`config.mk`:
```
export PLATFORM = sky130hd
export DESIGN_NAME = cpsc_command
export DESIGN_NICKNAME = d
export VERILOG_FILES = /design/src/hdl/cpsc_pkg.sv /design/src/hdl/cpsc_sync.sv /design/src/hdl/cpsc_command.sv
export SDC_FILE = /design/constraint.sdc
export NUM_CORES = 1
export LEC_CHECK = 0
export ABC_AREA = 1
export ABC_CLOCK_PERIOD_IN_PS = 1790
export BUFFER_PORTS_ARGS = -buffer_cell sky130_fd_sc_hd__buf_2
export CAP_MARGIN = 20
export CELL_PAD_IN_SITES_DETAIL_PLACEMENT = 2
export CELL_PAD_IN_SITES_GLOBAL_PLACEMENT = 2
export CORE_ASPECT_RATIO = 0.5
export CORE_UTILIZATION = 30
export DETAILED_ROUTE_END_ITERATION = 12
export PLACE_DENSITY = 0.84
export SLEW_MARGIN = 20
export SYNTH_ARGS = -nofsm -noshare
export SYNTH_HDL_FRONTEND = slang
export SYNTH_SLANG_ARGS = --single-unit
```
`constraint.sdc`:
```
create_clock -name clk_sys -period 1.79 [get_ports clk_sys]
set_input_delay 0.0895 -clock clk_sys [delete_from_list [all_inputs] [get_ports clk_sys]]
set_output_delay 0.0895 -clock clk_sys [all_outputs]
set_load 0.01 [all_outputs]
```
`src/hdl/cpsc_pkg.sv`:
```
package cpsc_pkg;
  localparam logic [3:0] CPSC_CMD_ADDR = 4'h0;
  localparam int CPSC_HALT_POS = 0;
  localparam int CPSC_ACT_POS = 1;
  localparam int CPSC_TXREQ_POS = 2;
  localparam int CPSC_RCMD_LSB = 3;
  localparam int CPSC_RCMD_MSB = 5;
  localparam int CPSC_PAGE_LSB = 6;
  localparam int CPSC_PAGE_MSB = 7;
  localparam logic [2:0] CPSC_RCMD_NONE = 3'h0;
  localparam logic [2:0] CPSC_RCMD_READ = 3'h1;
  localparam logic [2:0] CPSC_RCMD_WRITE = 3'h2;
  localparam logic [2:0] CPSC_RCMD_SEND = 3'h3;
  localparam logic [2:0] CPSC_RCMD_ABORT = 3'h4;
  localparam logic [1:0] CPSC_PAGE_RESET = 2'h0;
  localparam logic [7:0] CPSC_CMD_RESET = 8'h21;
  localparam logic [7:0] CPSC_RST_FLAG_MASK = 8'h80;
  typedef enum logic [2:0] {
    CPSC_RUN = 3'b001,
    CPSC_DRAIN = 3'b010,
    CPSC_STOPPED = 3'b100
  } cpsc_state_type;
  typedef enum logic [2:0] {
    CPSC_DMA_IDLE = 3'b001,
    CPSC_DMA_RD = 3'b010,
    CPSC_DMA_WR = 3'b100
  } cpsc_dma_type;
endpackage

```
`src/hdl/cpsc_sync.sv`:
```
module cpsc_sync import cpsc_pkg::*; #(
  parameter int WIDTH = 1
) (
  input wire logic clk_sys,
  input wire logic rst,
  input wire logic [WIDTH-1:0] async_in,
  output logic [WIDTH-1:0] sync_out
);
  logic [WIDTH-1:0] stage_reg;
  // First stage feeds only the second
  always_ff @(posedge clk_sys) begin
    if (rst) begin
      stage_reg <= '0;
      sync_out <= '0;
    end else begin
      stage_reg <= async_in;
      sync_out <= stage_reg;
    end
  end
endmodule // cpsc_sync

```
`src/hdl/cpsc_command.sv`:
```
// How it works
// - Stop bit takes controller offline, set at reset
// - Active frames finish before reset state
// - Reset done only when reset flag reads set
// - Start bit activates controller, clear at reset
// - Stop while running keeps both bits set
// - Transmit request starts packet, self-clears
// - Writing zero to transmit request does nothing
// - Remote command field decode, top bit aborts
// - Reissue without count reload completes at once
// - Page, abort, stop writes always accepted
// - Abort stops DMA, address left in place
// - Aborted DMA holds port request until ack
// - Page bits choose register page, 11 reserved
// - Command register at address zero every page
// - Reset flag set entering reset, cleared by start
module cpsc_command import cpsc_pkg::*; (
  input wire logic clk_sys,
  input wire logic rst,
  input wire logic [3:0] register_address_pins,
  input wire logic cs_n,
  input wire logic rd_n,
  input wire logic wr_n,
  input wire logic [7:0] data_in,
  output logic [7:0] data_out,
  output logic data_oe,
  input wire logic rx_busy,
  input wire logic tx_busy,
  input wire logic tx_done,
  input wire logic remote_count_zero,
  input wire logic remote_count_loaded,
  input wire logic read_ack,
  input wire logic write_ack,
  input wire logic [7:0] other_rdata,
  output logic [1:0] page_select,
  output logic [2:0] remote_cmd,
  output logic remote_start,
  output logic remote_abort,
  output logic remote_done,
  output logic transmit_request,
  output logic halt_request_bit,
  output logic activate_bit,
  output logic controller_online,
  output logic reset_status,
  output logic port_request,
  output logic cmd_selected
);
  logic [3:0] addr_s;
  logic cs_n_s, rd_n_s, wr_n_s;
  logic [7:0] din_s;
  logic [2:0] ctl_s;
  logic rx_busy_s, tx_busy_s, read_ack_s, write_ack_s;
  logic [3:0] misc_s;

  cpsc_sync #(.WIDTH(19)) u_sync (
    .clk_sys(clk_sys),
    .rst(rst),
    .async_in({register_address_pins, cs_n, rd_n, wr_n, data_in,
      rx_busy, tx_busy, read_ack, write_ack}),
    .sync_out({addr_s, cs_n_s, rd_n_s, wr_n_s, din_s,
      rx_busy_s, tx_busy_s, read_ack_s, write_ack_s})
  );
  assign ctl_s = {cs_n_s, rd_n_s, wr_n_s};
  assign misc_s = {rx_busy_s, tx_busy_s, read_ack_s, write_ack_s};

  logic wr_prev_reg;
  logic halt_reg, act_reg, txreq_reg, rst_flag_reg, prq_reg;
  logic [2:0] rcmd_reg;
  logic [1:0] page_reg;
  logic start_pulse_reg, abort_pulse_reg, done_pulse_reg;
  logic [7:0] dout_reg;
  logic oe_reg, sel_reg;
  cpsc_state_type state_reg, state_next;
  cpsc_dma_type dma_reg, dma_next;

  wire cmd_hit = !cs_n_s && (addr_s == CPSC_CMD_ADDR);
  wire wr_level = cmd_hit && !wr_n_s;
  wire wr_strobe = wr_level && !wr_prev_reg;
  wire rd_level = !cs_n_s && !rd_n_s;
  wire [2:0] w_rcmd = din_s[CPSC_RCMD_MSB:CPSC_RCMD_LSB];
  wire w_halt = din_s[CPSC_HALT_POS];
  wire w_act = din_s[CPSC_ACT_POS];
  wire w_txreq = din_s[CPSC_TXREQ_POS];
  wire w_abort = w_rcmd[2];
  wire w_read = (w_rcmd == CPSC_RCMD_READ);
  wire w_write = (w_rcmd == CPSC_RCMD_WRITE);
  wire w_send = (w_rcmd == CPSC_RCMD_SEND);
  wire frame_busy = rx_busy_s || tx_busy_s;
  // Read over write or write over read is the host's fault; ignore it
  wire dma_clash = (dma_reg == CPSC_DMA_RD && w_write) ||
    (dma_reg == CPSC_DMA_WR && w_read);
  wire new_cmd = wr_strobe && (w_read || w_write || w_send) && !dma_clash;
  // Reissue with an exhausted count has nothing to move
  wire instant_done = new_cmd && (!remote_count_loaded ||
    remote_count_zero);
  wire dma_busy = (dma_reg != CPSC_DMA_IDLE);
  wire ack_in = read_ack_s || write_ack_s;
  wire count_end = dma_busy && remote_count_zero;
  wire go_offline = wr_strobe && w_halt;
  wire go_online = wr_strobe && !w_halt && w_act;
  wire online = (state_reg == CPSC_RUN);
  wire [7:0] cmd_word = {page_reg, rcmd_reg, txreq_reg, act_reg, halt_reg};

  // Stop waits for frames in flight
  always_comb begin
    state_next = state_reg;
    unique case (state_reg)
      CPSC_RUN: begin
        if (go_offline) begin
          state_next = frame_busy ? CPSC_DRAIN : CPSC_STOPPED;
        end
      end
      CPSC_DRAIN: begin
        if (go_online) begin
          state_next = CPSC_RUN;
        end else if (!frame_busy) begin
          state_next = CPSC_STOPPED;
        end
      end
      CPSC_STOPPED: begin
        if (go_online) begin
          state_next = CPSC_RUN;
        end
      end
    endcase
  end

  always_comb begin
    dma_next = dma_reg;
    unique case (dma_reg)
      CPSC_DMA_IDLE: begin
        if (new_cmd && !instant_done && !w_abort) begin
          dma_next = w_write ? CPSC_DMA_WR : CPSC_DMA_RD;
        end
      end
      CPSC_DMA_RD, CPSC_DMA_WR: begin
        if ((wr_strobe && w_abort) || count_end) begin
          dma_next = CPSC_DMA_IDLE;
        end
      end
    endcase
  end

  always_ff @(posedge clk_sys) begin
    if (rst) begin
      state_reg <= CPSC_STOPPED;
      dma_reg <= CPSC_DMA_IDLE;
      // Synced pins read low until flushed; block a false strobe
      wr_prev_reg <= 1'b1;
    end else begin
      state_reg <= state_next;
      dma_reg <= dma_next;
      wr_prev_reg <= wr_level;
    end
  end

  // Command bits; page, abort and stop always land
  always_ff @(posedge clk_sys) begin
    if (rst) begin
      {page_reg, rcmd_reg, txreq_reg, act_reg, halt_reg} <= CPSC_CMD_RESET;
    end else begin
      if (wr_strobe) begin
        page_reg <= din_s[CPSC_PAGE_MSB:CPSC_PAGE_LSB];
        if (w_abort || !dma_clash) begin
          rcmd_reg <= w_rcmd;
        end
        halt_reg <= w_halt;
        // Start stays set beside stop after running
        act_reg <= w_halt ? (act_reg | w_act) : w_act;
      end
      if (wr_strobe && w_txreq && online && !w_halt) begin
        txreq_reg <= 1'b1;
      end else if (tx_done) begin
        txreq_reg <= 1'b0;
      end
    end
  end

  // Reset flag: entering reset wins over start
  always_ff @(posedge clk_sys) begin
    if (rst) begin
      rst_flag_reg <= 1'b1;
    end else if (state_next == CPSC_STOPPED && state_reg != CPSC_STOPPED) begin
      rst_flag_reg <= 1'b1;
    end else if (go_online) begin
      rst_flag_reg <= 1'b0;
    end
  end

  // Port request drops on count end, or on an acknowledge after abort
  always_ff @(posedge clk_sys) begin
    if (rst) begin
      prq_reg <= 1'b0;
    end else if (dma_next != CPSC_DMA_IDLE && !dma_busy) begin
      prq_reg <= 1'b1;
    end else if (ack_in && (!dma_busy || count_end)) begin
      prq_reg <= 1'b0;
    end else if (count_end) begin
      prq_reg <= 1'b0;
    end
  end

  always_ff @(posedge clk_sys) begin
    if (rst) begin
      start_pulse_reg <= 1'b0;
      abort_pulse_reg <= 1'b0;
      done_pulse_reg <= 1'b0;
    end else begin
      start_pulse_reg <= new_cmd && !instant_done && !dma_busy;
      abort_pulse_reg <= wr_strobe && w_abort && dma_busy;
      done_pulse_reg <= instant_done || count_end;
    end
  end

  // Page 0..3 readback; register zero is always the command word
  always_ff @(posedge clk_sys) begin
    if (rst) begin
      dout_reg <= 8'h00;
      oe_reg <= 1'b0;
      sel_reg <= 1'b0;
    end else begin
      dout_reg <= (addr_s == CPSC_CMD_ADDR) ? cmd_word : other_rdata;
      oe_reg <= rd_level;
      sel_reg <= cmd_hit;
    end
  end

  assign data_out = dout_reg;
  assign data_oe = oe_reg;
  assign cmd_selected = sel_reg;
  assign page_select = page_reg;
  assign remote_cmd = rcmd_reg;
  assign remote_start = start_pulse_reg;
  assign remote_abort = abort_pulse_reg;
  assign remote_done = done_pulse_reg;
  assign transmit_request = txreq_reg;
  assign halt_request_bit = halt_reg;
  assign activate_bit = act_reg;
  assign reset_status = rst_flag_reg;
  assign port_request = prq_reg;
  // Registered from state_next, in step with state_reg
  logic online_reg;
  always_ff @(posedge clk_sys) begin
    if (rst) begin
      online_reg <= 1'b0;
    end else begin
      online_reg <= (state_next == CPSC_RUN);
    end
  end
  assign controller_online = online_reg;
endmodule // cpsc_command

```
==> implementation parameters <==
Parameter                              Value

Run status
  Run status    completed

Synthesis
  Fraction of the yosys area taken by sequential cells    0.5789
  Post-synth top cells    70 x nor2_1, 69 x dfxtp_1, 61 x inv_1
  Async S/R FF share, synth    0
  Library cell occupying the most area in the post-synthesis netlist    dfxtp_1
  Main flop type after synthesis    dfxtp_1
  Most frequent cell after synthesis    nor2_1
  Unique cell type count in the Yosys netlist    25
  Average cell area after synthesis    8.007 um^2
  Netlist Area Pre-Place    around 2400 um^2
  Number of flops mapped to enable cells by yosys    0
  Number of register bits inferred by synthesis    69
  Mapped Cells    around 300
  Share of the synthesized area in the top cell type    0.5789
  Leading cell types by total area after synthesis    dfxtp_1 58%, nor2_1 11%, inv_1 9.6%
  Yosys synthesis warning count    0
  Syn Nets    330

Global routing
  Vias in the first global route    between 2,000 and 3,000
  Fraction of met3 tracks used by global routing    0.07597
  Overall overflow remaining after global route    0
  Number of antenna violations at the first check in global routing    0
  Peak-usage layer in the global routing report    met2
  Pin count of the biggest net entering global routing    51
  Total routing usage reported by global routing    0.2377
  Fraction of met1 tracks used by global routing    0.2461
  Global-route wire length before repair    about 14 mm
  Met2 track demand over resource in global routing    0.4497

STA
  Fin crit period    1.729 ns
  Number of max-slew violations in the final report    0
  Setup repair after global routing missed its margin    true
  Max-Slew Margin vs Limit    0.5978
  Period utilization    0.9657
  Maximum clock frequency    between 0.5 and 0.6 GHz
  Total negative setup slack    0 ns
  Number of hold violations in the final report    0
  Worst clock skew on the final layout    between 0.009 and 0.01 ns
  Final number of setup-violating endpoints    0
  Transition time at the pin with the least slew margin    0.6026 ns

Die
  Std cell rows    22
  Starting density of the core    0.3175
  Y dimension of the die    65.06 um
  Top-level I/O count    between 50 and 60
  Floorplan die area    between 8000 and 9000 um^2
  Placeable core region    about 7500 um^2
  Die width    around 130 um

Critical path
  Critical Setup Path Class    reg -> reg
  Data arrival at the endpoint of the critical path    between 1.5 and 2 ns
  Worst setup path start    state_reg[2]
  Largest fanout on the critical path    4
  Endpoint required time on the critical path    a little over 2 ns
  Kind of start point of the critical path    flop
  Standard cell with the maximum stage delay on the critical path    dfxtp_1
  CP top delay family    simple AND/OR/NAND/NOR gates
  Cells traversed along the worst timing path    inv_1 -> nor3_1 -> nor2_1 -> or2_4 -> nand2_1 -> nor2_1 -> nand2_1 -> o21ai_1
  Crit end category    flop
  Buffering stage count on the worst path with inverters included    1
  Reg2Reg Launch Point    state_reg[2]
  Largest incremental delay on the critical path    a little over 0.4 ns

Finish
  Diode count    0
  Layout overhead on the synthesized area    42.11%
  Ratio of cells with drive above 1 in the final layout    0.2284
  Nets    between 400 and 500
  Area of the multi-input gates    ~770 um^2
  # fillers    about 830
  Final core utilization    0.4512
  Area of all sequential standard cells    ~1400 um^2

Clock tree
  Insertion delay of the later-clocked pin in the worst-skew pair    between 0.3 and 0.4 ns
  Library cell used as clock root buffer    clkbuf_16
  Clock tree from TritonCTS    yes
  Max Root-Sink Buffers    2
  Level count of the clock H-tree    3
  Num CTS Buffers    9
  Number of clock sinks    69
  Post-CTS clock slew at the launch and capture registers of the worst setup and hold paths    approximately 0.070 ns

Drt
  Residual DRC    0
  Number of vias in the routed layout    2,246
  Final wirelength    between 9 and 10 mm
  Per-cell routed wire length    about 18 um
  Post-route ant nets    0
  1st-iter DRT viols    102
  Detailed Routing Iterations Pass 1    4
  Vias per inst    ~4.5

Pwr
  Pwr dens    roughly 1100 nW/um^2
  Leak pwr    1.676 nW
  Peak supply drop    around 0.0006 V

Placement
  GP Congestion    0.7864
  Port buffer count    55
  Final HPWL from detailed placement    about 4.6 mm

Min path
  Hold path start    tx_done
  Path type of the worst min-delay path    in -> reg

Flow run
  Maxcap violations    0
==> area by class of cell <==
type / count / area share
Clock buffer: 10 / 0.07048
Clock inverter: 6 / 0.01513
Inverter: 62 / 0.06937
Multi-Input combinational cell: 160 / 0.2258
Sequential cell: 69 / 0.4074
Tap cell: 108 / 0.03985
Timing Repair Buffer: 87 / 0.1720
==> where the power goes <==
| group | leakage (nW) | total (W) | internal (W) | switching [W] |
|---|---|---|---|---|
| clock | 0.140 | 0.00176 | 0.000997 | 0.000763 |
| combinational | 0.968 | 0.000337 | 0.000141 | 0.000195 |
| sequential | 0.568 | 0.00165 | 0.00161 | 0.0000369 |
| total | 1.68 | 0.00375 | 0.00275 | 0.000996 |
==> worst register-to-register path: stages (launching register included) <==
cell,delay [ns]
dfxtp_1,0.41
inv_1,0.11
nor3_1,0.35
nor2_1,0.15
or2_4,0.30
nand2_1,0.07
nor2_1,0.04
nand2_1,0.11
o21ai_1,0.08
==> per-layer routing <==
layer / wire length, um / vias up / part of all wire
met5: 0 / - / 0
met4: 301 / 0 / 0.033
met3: 313 / 25 / 0.035
met2: 4747 / 53 / 0.53
met1: 3675 / 1089 / 0.41
li1: - / 1079 / -
==> timing repair <==
action                                  in CTS  in global routing
buffers inserted                             0                  2
hold buffers                                27                  0
gates resized for setup                      1                  6
pin swaps                                    0                  1
endpoints found under the hold margin       27                  0
cloned                                       0                  0
endpoints found under the setup margin       1                  4
==> per-stage QoR <==
| stage | cell area, um^2 | total power (W) | instances | worst slack [ns] | hold WS, ns |
|---|---|---|---|---|---|
| finish | 3391 | 0.003746 | 502 | 0.06147 | 0.07818 |
| global placement | 2793 | 0.001910 | 457 | 0.2528 | 0.2879 |
| detailed placement | 2793 | 0.001930 | 457 | 0.06634 | 0.3017 |
| global route | 3391 | 0.003891 | 502 | -0.08469 | 0.1010 |
| floorplan | 2386 | 0.001812 | 298 | 0.3848 | 0.1965 |
| CTS | 3353 | 0.003716 | 500 | 0.01101 | 0.01111 |
==> kinds of logic after synthesis <==
family          count (synthesis)  synth area share
compound gates                 32           0.07394
buf+inv                        69            0.1085
flops                          69            0.5789
simple gates                  128            0.2386
==> path summary, 6_finish.rpt <==
| check | endpoint | slack (ns) | cells after the start |
|---|---|---|---|
| max | reset_status | 0.06 | 8 |
| min | transmit_request | 0.08 | 4 |
| max reg2reg | reset_status | 0.06 | 8 |
| min reg2reg | u_sync.sync_out[5] | 0.42 | 2 |
==> placed cells by master (no fill, tap or decap), types with 2 or more instances in the layout <==
cell / n
o21ai_1: 2
inv_6: 4
a21oi_1: 10
buf_4: 5
nor2_4: 5
nand2_2: 3
nand2_1: 27
inv_1: 60
dlygate4sd3_1: 27
nor2_1: 70
nand4_1: 3
clkbuf_16: 9
buf_2: 55
o21ai_0: 17
nand3_1: 7
dfxtp_1: 69
nor3_1: 6
(Power assumes the default switching activity.)
